--- config.mk ---
export PLATFORM = sky130hd
export DESIGN_NAME = dacupd_top
export DESIGN_NICKNAME = d
export VERILOG_FILES = /design/src/hw/dacupd_pkg.sv /design/src/hw/dacupd_chan_if.sv /design/src/hw/dacupd_channel.sv /design/src/hw/dacupd_top.sv
export SDC_FILE = /design/constraint.sdc
export NUM_CORES = 1
export LEC_CHECK = 0
export ABC_AREA = 0
export BUFFER_PORTS_ARGS = -buffer_cell sky130_fd_sc_hd__buf_2
export CAP_MARGIN = 20
export CORE_AREA = 2 2 202 204
export CTS_CLUSTER_DIAMETER = 40
export DETAILED_ROUTE_END_ITERATION = 8
export DIE_AREA = 0 0 204 206
export GPL_TIMING_DRIVEN = 0
export PLACE_DENSITY = 0.71
export SYNTH_ARGS = -nofsm -noshare
export SYNTH_HDL_FRONTEND = slang
export SYNTH_SLANG_ARGS = --single-unit
--- constraint.sdc ---
create_clock -name sys_clk_i -period 4.69 [get_ports sys_clk_i]
set_clock_uncertainty 0.15 [all_clocks]
set_input_delay 0.938 -clock sys_clk_i [delete_from_list [all_inputs] [get_ports sys_clk_i]]
set_output_delay 0.938 -clock sys_clk_i [all_outputs]
set_load 0.1 [all_outputs]
--- src/hw/dacupd_pkg.sv ---
package dacupd_pkg;
  // Geometry of the converter block.
  localparam int DU_NUM_CHAN = 16;
  localparam int DU_CODE_W = 12;
  localparam int DU_CHAN_W = 4;
  localparam int DU_ADDR_W = 10;
  localparam int DU_BASE_W = 6;
  localparam int DU_BASE_LSB = 4;
  localparam int DU_OFS_W = 3;
  localparam int DU_BYTE_W = 8;
  localparam int DU_NIB_W = 4;
  localparam int DU_PORT_HALF = 4;

  // Register offsets within the eight-byte window.
  localparam logic [2:0] DU_OFS_LOW = 3'h0;
  localparam logic [2:0] DU_OFS_HIGH = 3'h1;
  localparam logic [2:0] DU_OFS_CHAN = 3'h2;
  localparam logic [2:0] DU_OFS_TRIG = 3'h3;
  localparam logic [2:0] DU_OFS_PA = 3'h4;
  localparam logic [2:0] DU_OFS_PB = 3'h5;
  localparam logic [2:0] DU_OFS_PC = 3'h6;
  localparam logic [2:0] DU_OFS_CFG = 3'h7;

  // Configuration byte fields.
  localparam int DU_CFG_SET = 7;
  localparam int DU_CFG_MODE_C = 6;
  localparam int DU_CFG_MODE_A = 5;
  localparam int DU_CFG_DIR_A = 4;
  localparam int DU_CFG_DIR_CH = 3;
  localparam int DU_CFG_MODE_B = 2;
  localparam int DU_CFG_DIR_B = 1;
  localparam int DU_CFG_DIR_CL = 0;
  localparam int DU_TRIG_EN_BIT = 0;
  localparam int DU_TRIG_LINE = 0;

  // Reset and fixed values.
  localparam logic [11:0] DU_MID_CODE = 12'h800;
  localparam logic [7:0] DU_BYTE_ZERO = 8'h00;
  localparam logic [7:0] DU_BYTE_ONES = 8'hFF;
  localparam logic [7:0] DU_UPD_RD_DATA = 8'h00;
  localparam logic [3:0] DU_CHAN_RST = 4'h0;
  localparam logic [11:0] DU_CODE_ZERO = 12'h000;
endpackage

--- src/hw/dacupd_chan_if.sv ---
interface dacupd_chan_if #(
  parameter int NCH = 16,
  parameter int CW = 12
);
  logic [NCH-1:0] wr_en;
  logic [CW-1:0] code;
  logic update;

  modport ctrl (output wr_en, output code, output update);
  modport chan (input wr_en, input code, input update);
endinterface

--- src/hw/dacupd_channel.sv ---
module dacupd_channel
  import dacupd_pkg::*;
#(
  parameter int IDX = 0,
  parameter int CW = DU_CODE_W
) (
  // Clock and reset.
  input wire logic sys_clk_i,
  input wire logic resetn_i,
  // Shared load and update signals.
  dacupd_chan_if.chan bus,
  // Present output code.
  output logic [CW-1:0] code_o
);
  logic [CW-1:0] latch_q;
  logic pending_q;

  // The input latch takes a new code and marks it pending.
  always_ff @(posedge sys_clk_i) begin
    if (!resetn_i) begin
      latch_q <= DU_CODE_ZERO;
    end else if (bus.wr_en[IDX]) begin
      latch_q <= bus.code;
    end
  end

  // A load in the same cycle as an update keeps the new code pending.
  always_ff @(posedge sys_clk_i) begin
    if (!resetn_i) begin
      pending_q <= 1'b0;
    end else if (bus.wr_en[IDX]) begin
      pending_q <= 1'b1;
    end else if (bus.update) begin
      pending_q <= 1'b0;
    end
  end

  // Only a channel with pending data changes on an update.
  always_ff @(posedge sys_clk_i) begin
    if (!resetn_i) begin
      code_o <= DU_MID_CODE;
    end else if (bus.update && pending_q) begin
      code_o <= latch_q;
    end
  end
endmodule

--- src/hw/dacupd_top.sv ---
module dacupd_top
  import dacupd_pkg::*;
#(
  parameter int NCH = DU_NUM_CHAN,
  parameter int CW = DU_CODE_W
) (
  // Clock and reset.
  input wire logic sys_clk_i,
  input wire logic resetn_i,
  // Host I/O bus.
  input wire logic [DU_ADDR_W-1:0] io_addr_i,
  input wire logic [DU_BYTE_W-1:0] io_data_i,
  output logic [DU_BYTE_W-1:0] io_data_o,
  output logic io_data_oe_o,
  input wire logic io_rd_n_i,
  input wire logic io_wr_n_i,
  input wire logic [DU_BASE_W-1:0] base_sel_i,
  // Digital port A.
  input wire logic [DU_BYTE_W-1:0] port_a_i,
  output logic [DU_BYTE_W-1:0] port_a_o,
  output logic [DU_BYTE_W-1:0] port_a_oe_o,
  // Digital port B.
  input wire logic [DU_BYTE_W-1:0] port_b_i,
  output logic [DU_BYTE_W-1:0] port_b_o,
  output logic [DU_BYTE_W-1:0] port_b_oe_o,
  // Digital port C.
  input wire logic [DU_BYTE_W-1:0] port_c_i,
  output logic [DU_BYTE_W-1:0] port_c_o,
  output logic [DU_BYTE_W-1:0] port_c_oe_o,
  // Port operating modes.
  output logic port_a_protocol_select_o,
  output logic port_b_protocol_select_o,
  output logic port_c_protocol_select_o,
  // Converter outputs.
  output logic [NCH*CW-1:0] dac_code_o,
  output logic update_pulse_o,
  output logic hw_update_enable_o
);
  // Synchroniser stages for all bus and port pins.
  logic [DU_ADDR_W-1:0] addr_s1_q, addr_s2_q;
  logic [DU_BYTE_W-1:0] data_s1_q, data_s2_q;
  logic [DU_BASE_W-1:0] base_s1_q, base_s2_q;
  logic rd_n_s1_q, rd_n_s2_q, wr_n_s1_q, wr_n_s2_q;
  logic [DU_BYTE_W-1:0] pa_s1_q, pa_s2_q, pb_s1_q, pb_s2_q, pc_s1_q, pc_s2_q;

  // Strobe edge detection and decode.
  logic rd_act_prev_q, wr_act_prev_q;
  logic rd_act, wr_act, rd_start, wr_start, hit, rd_upd, wr_sel;
  logic [DU_OFS_W-1:0] ofs;

  // Converter staging registers.
  logic [DU_BYTE_W-1:0] code_low_bits_q;
  logic [DU_CHAN_W-1:0] channel_index_q;
  logic load_q;
  logic [DU_CHAN_W-1:0] load_chan_q;
  logic [CW-1:0] load_code_q;
  logic update_q;

  // Trigger logic.
  logic hw_update_enable_q;
  logic trig_prev_q;
  logic port_c_line_zero;
  logic trig_fall;

  // Port registers.
  logic [DU_BYTE_W-1:0] pa_q, pb_q, pc_q;
  logic [DU_BYTE_W-1:0] oe_a_q, oe_b_q, oe_c_q;
  logic mode_a_q, mode_b_q, mode_c_q;
  logic [DU_BYTE_W-1:0] rd_mux;
  logic [DU_BYTE_W-1:0] rd_data_q;
  logic rd_oe_q;

  dacupd_chan_if #(.NCH(NCH), .CW(CW)) chan_bus ();

  // Two flip-flops on every bus and port pin before any logic reads it.
  always_ff @(posedge sys_clk_i) begin
    if (!resetn_i) begin
      addr_s1_q <= '0;
      addr_s2_q <= '0;
      data_s1_q <= DU_BYTE_ZERO;
      data_s2_q <= DU_BYTE_ZERO;
      base_s1_q <= '0;
      base_s2_q <= '0;
      rd_n_s1_q <= 1'b1;
      rd_n_s2_q <= 1'b1;
      wr_n_s1_q <= 1'b1;
      wr_n_s2_q <= 1'b1;
      pa_s1_q <= DU_BYTE_ONES;
      pa_s2_q <= DU_BYTE_ONES;
      pb_s1_q <= DU_BYTE_ONES;
      pb_s2_q <= DU_BYTE_ONES;
      pc_s1_q <= DU_BYTE_ONES;
      pc_s2_q <= DU_BYTE_ONES;
    end else begin
      addr_s1_q <= io_addr_i;
      addr_s2_q <= addr_s1_q;
      data_s1_q <= io_data_i;
      data_s2_q <= data_s1_q;
      base_s1_q <= base_sel_i;
      base_s2_q <= base_s1_q;
      rd_n_s1_q <= io_rd_n_i;
      rd_n_s2_q <= rd_n_s1_q;
      wr_n_s1_q <= io_wr_n_i;
      wr_n_s2_q <= wr_n_s1_q;
      pa_s1_q <= port_a_i;
      pa_s2_q <= pa_s1_q;
      pb_s1_q <= port_b_i;
      pb_s2_q <= pb_s1_q;
      pc_s1_q <= port_c_i;
      pc_s2_q <= pc_s1_q;
    end
  end

  // Previous strobe levels, for one action per access.
  always_ff @(posedge sys_clk_i) begin
    if (!resetn_i) begin
      rd_act_prev_q <= 1'b0;
      wr_act_prev_q <= 1'b0;
    end else begin
      rd_act_prev_q <= rd_act;
      wr_act_prev_q <= wr_act;
    end
  end

  assign rd_act = ~rd_n_s2_q;
  assign wr_act = ~wr_n_s2_q;
  assign rd_start = rd_act && !rd_act_prev_q;
  assign wr_start = wr_act && !wr_act_prev_q;
  assign ofs = addr_s2_q[DU_OFS_W-1:0];
  // The upper half of the sixteen-byte window is left unanswered.
  assign hit = (addr_s2_q[DU_ADDR_W-1:DU_BASE_LSB] == base_s2_q) &&
               !addr_s2_q[DU_OFS_W];
  assign wr_sel = wr_start && hit;
  assign rd_upd = rd_start && hit && ((ofs == DU_OFS_LOW) || (ofs == DU_OFS_HIGH));

  // Converter staging and trigger enable registers.
  always_ff @(posedge sys_clk_i) begin
    if (!resetn_i) begin
      code_low_bits_q <= DU_BYTE_ZERO;
      channel_index_q <= DU_CHAN_RST;
      hw_update_enable_q <= 1'b0;
    end else if (wr_sel) begin
      if (ofs == DU_OFS_LOW) begin
        code_low_bits_q <= data_s2_q;
      end
      if (ofs == DU_OFS_CHAN) begin
        channel_index_q <= data_s2_q[DU_CHAN_W-1:0];
      end
      if (ofs == DU_OFS_TRIG) begin
        hw_update_enable_q <= data_s2_q[DU_TRIG_EN_BIT];
      end
    end
  end

  // The high-nibble write loads the assembled code into one channel.
  always_ff @(posedge sys_clk_i) begin
    if (!resetn_i) begin
      load_q <= 1'b0;
      load_chan_q <= DU_CHAN_RST;
      load_code_q <= DU_CODE_ZERO;
    end else begin
      load_q <= wr_sel && (ofs == DU_OFS_HIGH);
      load_chan_q <= channel_index_q;
      load_code_q <= {data_s2_q[DU_NIB_W-1:0], code_low_bits_q};
    end
  end

  // Port C line 0 is seen as the pin, or as the latch when driven.
  assign port_c_line_zero = oe_c_q[DU_TRIG_LINE] ? pc_q[DU_TRIG_LINE]
                                                 : pc_s2_q[DU_TRIG_LINE];
  assign trig_fall = hw_update_enable_q && trig_prev_q && !port_c_line_zero;

  always_ff @(posedge sys_clk_i) begin
    if (!resetn_i) begin
      trig_prev_q <= 1'b1;
    end else begin
      trig_prev_q <= port_c_line_zero;
    end
  end

  // A read update and a trigger update may coincide; both give one pulse.
  always_ff @(posedge sys_clk_i) begin
    if (!resetn_i) begin
      update_q <= 1'b0;
    end else begin
      update_q <= rd_upd || trig_fall;
    end
  end

  // Port data registers and configuration.
  always_ff @(posedge sys_clk_i) begin
    if (!resetn_i) begin
      pa_q <= DU_BYTE_ZERO;
      pb_q <= DU_BYTE_ZERO;
      pc_q <= DU_BYTE_ZERO;
      oe_a_q <= DU_BYTE_ZERO;
      oe_b_q <= DU_BYTE_ZERO;
      oe_c_q <= DU_BYTE_ZERO;
      mode_a_q <= 1'b0;
      mode_b_q <= 1'b0;
      mode_c_q <= 1'b0;
    end else if (wr_sel) begin
      if (ofs == DU_OFS_PA) begin
        pa_q <= data_s2_q;
      end
      if (ofs == DU_OFS_PB) begin
        pb_q <= data_s2_q;
      end
      if (ofs == DU_OFS_PC) begin
        pc_q <= data_s2_q;
      end
      if ((ofs == DU_OFS_CFG) && data_s2_q[DU_CFG_SET]) begin
        oe_a_q <= {DU_BYTE_W{!data_s2_q[DU_CFG_DIR_A]}};
        oe_b_q <= {DU_BYTE_W{!data_s2_q[DU_CFG_DIR_B]}};
        oe_c_q <= {{DU_PORT_HALF{!data_s2_q[DU_CFG_DIR_CH]}},
                   {DU_PORT_HALF{!data_s2_q[DU_CFG_DIR_CL]}}};
        mode_a_q <= data_s2_q[DU_CFG_MODE_A];
        mode_b_q <= data_s2_q[DU_CFG_MODE_B];
        mode_c_q <= data_s2_q[DU_CFG_MODE_C];
        if (!data_s2_q[DU_CFG_DIR_A]) begin
          pa_q <= DU_BYTE_ZERO;
        end
        if (!data_s2_q[DU_CFG_DIR_B]) begin
          pb_q <= DU_BYTE_ZERO;
        end
        if (!data_s2_q[DU_CFG_DIR_CL]) begin
          pc_q[DU_PORT_HALF-1:0] <= DU_BYTE_ZERO[DU_PORT_HALF-1:0];
        end
        if (!data_s2_q[DU_CFG_DIR_CH]) begin
          pc_q[DU_BYTE_W-1:DU_PORT_HALF] <= DU_BYTE_ZERO[DU_PORT_HALF-1:0];
        end
      end
    end
  end

  // Read mux: driven lines read the latch, input lines read the pin.
  always_comb begin
    rd_mux = DU_BYTE_ZERO;
    unique case (ofs)
      DU_OFS_LOW, DU_OFS_HIGH: rd_mux = DU_UPD_RD_DATA;
      DU_OFS_PA: rd_mux = (pa_q & oe_a_q) | (pa_s2_q & ~oe_a_q);
      DU_OFS_PB: rd_mux = (pb_q & oe_b_q) | (pb_s2_q & ~oe_b_q);
      DU_OFS_PC: rd_mux = (pc_q & oe_c_q) | (pc_s2_q & ~oe_c_q);
      DU_OFS_CHAN, DU_OFS_TRIG, DU_OFS_CFG: rd_mux = DU_BYTE_ZERO;
    endcase
  end

  // The data bus is driven while a decoded read strobe is active.
  always_ff @(posedge sys_clk_i) begin
    if (!resetn_i) begin
      rd_data_q <= DU_BYTE_ZERO;
      rd_oe_q <= 1'b0;
    end else begin
      rd_data_q <= rd_mux;
      rd_oe_q <= rd_act && hit;
    end
  end

  assign chan_bus.code = load_code_q;
  assign chan_bus.update = update_q;

  for (genvar g = 0; g < NCH; g++) begin : g_chan
    assign chan_bus.wr_en[g] = load_q && (load_chan_q == DU_CHAN_W'(g));

    dacupd_channel #(
      .IDX(g),
      .CW(CW)
    ) u_chan (
      .sys_clk_i(sys_clk_i),
      .resetn_i(resetn_i),
      .bus(chan_bus.chan),
      .code_o(dac_code_o[g*CW +: CW])
    );
  end

  assign io_data_o = rd_data_q;
  assign io_data_oe_o = rd_oe_q;
  assign port_a_o = pa_q;
  assign port_b_o = pb_q;
  assign port_c_o = pc_q;
  assign port_a_oe_o = oe_a_q;
  assign port_b_oe_o = oe_b_q;
  assign port_c_oe_o = oe_c_q;
  assign port_a_protocol_select_o = mode_a_q;
  assign port_b_protocol_select_o = mode_b_q;
  assign port_c_protocol_select_o = mode_c_q;
  assign update_pulse_o = update_q;
  assign hw_update_enable_o = hw_update_enable_q;
endmodule

# Word level (Yosys, flattened, before mapping)
# Index checks and enable logic that the tools add are counted.
[totals]
regBits = 577
input_bits = 52
output_inout_bits = 254
word_cells = 227
[op_classes]
n_eq_ne = 23
mux = 29
n_bitwise = 14
reduce_logical = 76
[op_table]
columns = ["op", "n"]
rows = [
  ["$mux 8", 8],
  ["$and 8x8->8", 6],
  ["$logic_and 1x1->1", 43],
  ["$eq 4x4->1 const B", 8],
  ["$pmux 8 s4", 1],
  ["$reduce_bool 2->1", 16],
  ["$not 8->8", 3],
  ["$or 8x8->8", 3],
  ["$mux 1", 18],
  ["$eq 4x3->1 const B", 4],
  ["$eq 3x3->1 const B", 4],
  ["$eq 4x2->1 const B", 2],
  ["$logic_not 1->1", 8],
  ["$mux 4", 2],
  ["$reduce_and 2->1", 4],
  ["$eq 3x2->1 const B", 2],
  ["$eq 6x6->1", 1],
  ["$reduce_or 5->1", 1],
  ["$eq 4x1->1 const B", 1],
  ["$logic_not 4->1", 1],
  ["$eq 3x1->1 const B", 1],
  ["$logic_not 3->1", 1],
  ["$logic_or 1x1->1", 2],
  ["$not 1->1", 2],
]

# Depth between registers and ports, before layout
[logic_depth]
depth_word = 5
depth_mapped = 6
mapped_depth_nobuf = 4

# Modules after synthesis
# Synthesis repeated with hierarchy kept, for this count alone.
[hier_totals]
hier_cells = 2093
area_unflattened_um2 = 21668.3
[by_module_without_submodules]
columns = ["mod", "n_inst", "cells_each", "area_each_um2", "seq_area_each_um2"]
rows = [
  ["dacupd_channel", 16, 97, 982.2, 500.5],
  ["dacupd_top", 1, 541, 5953.2, 3483.3],
]

# Worst setup path before layout
# No wires, ideal clock.
[synth_timing]
kind = "register to output"
from = "register port_a_oe_o[0] (netlist name)"
to = "output port_a_oe_o[1]"
arrival_ps = 1480
required_time_ps = 3602
path_slack_ps = 2122
stages_incl_launch_ff = 2
n_path_buf = 1
cell_sequence = "dfxtp_1 > buf_4"
[synth_rtl]
columns = ["item", "line", "rtl"]
rows = [
  ["end: declaration", "dacupd_top.sv:21", "output logic [DU_BYTE_W-1:0] port_a_oe_o,"],
]
# No word-level cell between the ends.

# Worst setup path in the final report
[layout_timing]
from = "register update_q, in the netlist update_pulse_o"
to = "register g_chan[0].u_chan.pending_q"
[layout_via]
elab_chain_len = 1
[layout_rtl]
columns = ["item", "line", "rtl"]
rows = [
  ["start: declaration", "dacupd_top.sv:57", "logic update_q;"],
  ["start signal: assignment", "dacupd_top.sv:186", "update_q <= rd_upd || trig_fall;"],
  ["$reduce_bool 2->1 (no source line)", "--", ""],
  ["end signal: assignment", "dacupd_channel.sv:30", "pending_q <= 1'b0;"],
  ["end signal: assignment", "dacupd_channel.sv:32", "pending_q <= 1'b1;"],
  ["end signal: assignment", "dacupd_channel.sv:34", "pending_q <= 1'b0;"],
  ["end: declaration", "dacupd_channel.sv:16", "logic pending_q;"],
]
# No other way between the ends.
# A chain may end at the register's enable or synchronous reset.

==> flow_metrics.tcl <==
set metrics [dict create \
    crit_path_cell_trace "clkbuf_1 > inv_1 > clkbuf_1 > a21oi_1 > nor2_1" \
    synth-edff-count 0 \
    fp.coreArea_um2 40200 \
    hold_path.class "reg2reg" \
    io_buffers 304 \
    vias_per_cell 5.19 \
    power.density_nw_per_um2 447 \
    ys_seq_elements 574 \
    p_comb_share_pct 2.3 \
    yosysUniqueCellTypes 48 \
    synth_area_per_cell_um2 8.73 \
    cts-root-buf "clkbuf_16" \
    drc 0 \
    worstPathRequired_ns 4.98 \
    die_area_um2 42000 \
    post-cts-setup-buffer-count 0 \
    sw_frac_of_total_pct 21.6 \
    max_stage_delay_ns 0.75 \
    synth_nets 2318 \
    crit_type "reg2reg" \
    syn_to_final_growth_pct 24.0 \
    cts_tree "built" \
    start_util_pct 49.2 \
    crit_path_frequent_cell "clkbuf_1" \
    nets 2695 \
    vias 16781 \
    grt_pass1_wl_um 86300 \
    wl_um 57300 \
    maxCapViolations 0 \
    grt.total_usage_pct 26.7 \
    fmax_mhz 339 \
    critical_path.startpoint_type "flip-flop" \
    io_pins 306 \
    gp_congestion 0.938 \
    htree_levels 3 \
    rsz0062_at_grt "no" \
    clockBufferDepth 3 \
    cts_sinks 574 \
    final.setup.tns_ns 0 \
    grt_pass1_vias 16040 \
    rows 74 \
    synthFlopType "dfxtp_1" \
    cp-end-kind "flip-flop" \
    drtIter0Drc 1174 \
    pwr-share-seq_pct 45.0 \
    hpwl_um 40300 \
    worst-path-max-fanout 10 \
    cts_made_buffers 71 \
    drive_above_1_share_pct 18.4 \
    route.met2.wl_um 27600 \
    finalHoldWorstSlack_ns 0.255 \
    met1_length_um 22900 \
    syn_inst 2266 \
    drt_pass1_iterations 5 \
    finalCritPeriodShare_pct 62.8 \
    status "finished clean" \
    synth-async-reset-ratio_pct 0 \
    dieHeight_um 206 \
    irDropWorstVdd_uv 295 \
    ctsHoldBuffers 0 \
    synth_common_cells "702 x nand2_1, 574 x dfxtp_1, 354 x a21oi_1" \
    ys_seq_area_share_pct 58.1 \
    finalMaxSlewViolations 0 \
    path_clk_slew_ns 0.06 \
    met3WireLength_um 4410 \
    setup_viol 0 \
    switchingPower_mw 2.37 \
    ant_nets 0 \
    p_leak_nw 9.58 \
    finalCriticalPeriod_ns 2.95 \
    critPathArrivalTime_ns 3.23 \
    tightest_slew_ns 1.16 \
    clock_latency_ns 0.58 \
    grt_overflow 0 \
    cts_resized 0 \
    post_drt_wl_per_cell_um 17.7 \
    dr.max_layer_used "met4" \
    slowest_stage "clkbuf_1" \
    synth_warnings 0 \
    synth.cell_area_um2 19800 \
    synth_top_area_share_pct 58.1 \
    reg2reg_slack_ns 1.74 \
    yosysMostFrequentCell "nand2_1" \
    fp.dieW_um 204 \
    clkPwrFrac_pct 52.7 \
    synth_area_leaders "dfxtp_1 58%, nand2_1 13%, a21oi_1 9.0%" \
    slew_headroom_pct 22.5 \
    grt_max_degree 15 \
    hold_viol 0 \
    synth_top_area_cell "dfxtp_1" \
    p_int_mw 8.60 \
    antenna_found_initial 1 \
]
[cells by family after synthesis]
kind of cell              count (synthesis)  share of synthesized area (%)
AOI/OAI and AO/OA                       392                           10.5
muxes                                    92                           4.78
DFF                                     574                           58.1
xor gates and xnor gates                  6                          0.266
buffers and inverters                   198                           4.42
and+or+nand+nor                        1004                           21.9
[layer usage]
metal / global-route usage (%) / vias to the layer above
li1: - / 8117
met2: 45.9 / 641
met4: 13.3 / 0
met1: 31.7 / 7881
met3: 5.52 / 142
met5: 0 / -
[critical path: cells and delay by family, from the launching register on]
family / cells / cell delay, ns
AO/OA/AOI/OAI: 1 / 0.28
buffers and inverters: 3 / 1.69
flip-flops: 1 / 0.62
AND/OR/NAND/NOR: 1 / 0.06
[state kept, by name, indices dropped and copies added, names as in the netlist, 2 cells and up]
signal                   cells
chan_bus.code               12
code_low_bits_q              8
data_s2_q                    8
pc_s1_q                      8
channel_index_q              4
port_a_o                     8
g_chan.u_chan.pending_q     16
g_chan.u_chan.latch_q      192
data_s1_q                    8
port_c_o                     8
addr_s1_q                   10
base_s1_q                    6
pa_s1_q                      8
addr_s2_q                   10
pa_s2_q                      8
base_s2_q                    6
pc_s2_q                      8
pb_s1_q                      8
port_b_o                     8
pb_s2_q                      8
port_c_oe_o                  2
io_data_o                    8
load_chan_q                  4
g_chan.u_chan.code_o       192
[worst paths after layout]
path	start	endpoint	cells after the start
max	update_pulse_o	g_chan[0].u_chan.pending_q	5
min	pc_s1_q[2]	pc_s2_q[2]	1
max reg2reg	update_pulse_o	g_chan[0].u_chan.pending_q	5
min reg2reg	pc_s1_q[2]	pc_s2_q[2]	1
[cell usage in the layout (no fill, tap or decap), drive strengths merged, types with 2 or more instances in the layout]
cell type,n
a211oi,8
nand2b,64
dfxtp,574
bufinv,9
o21ai,2
nand2,702
and2,78
nor2b,4
mux2,19
nor3,6
or3,3
nand3b,3
nor2,76
clkinvlp,5
xnor2,4
nand3,49
xor2,2
or2,3
a21oi,354
clkbuf,225
mux2i,73
a32o,7
o41ai,2
nor4,3
o22ai,13
a221oi,2
buf,344
inv,34
clkinv,15
nand4,5
[cell type report]
cell class	instances	area (um^2)
antenna	1	2.50
buffer	175	788
clock buffer	90	2020
inverter	23	86.3
fill	3541	15700
timing repair buffer	304	1520
clock inverter	40	531
tap	532	666
sequential	574	11500
multi-input combinational	1494	7410
[power by group through the flow]
stage | combinational [mW] | sequential [mW] | clock (mW)
finish | 0.248 | 4.94 | 5.78
global route | 0.268 | 4.94 | 6.07
CTS | 0.248 | 4.94 | 5.84
detailed placement | 0.247 | 5.04 | 0
global placement | 0.245 | 5.04 | 0
floorplan | 0.138 | 5.05 | 0
[through the flow]
stage	std cells	setup WS [ns]	total power, mW	util, %	area [um^2]
final	3233	1.74	11.0	61.0	24500
after global routing	3232	1.73	11.3	61.0	24500
after CTS	3232	1.78	11.0	61.0	24500
after detailed placement	3102	1.75	5.29	54.7	22000
after global placement	3102	1.72	5.29	54.7	22000
after floorplan	2266	2.12	5.19	-	19800
(Power assumes the default switching activity.)
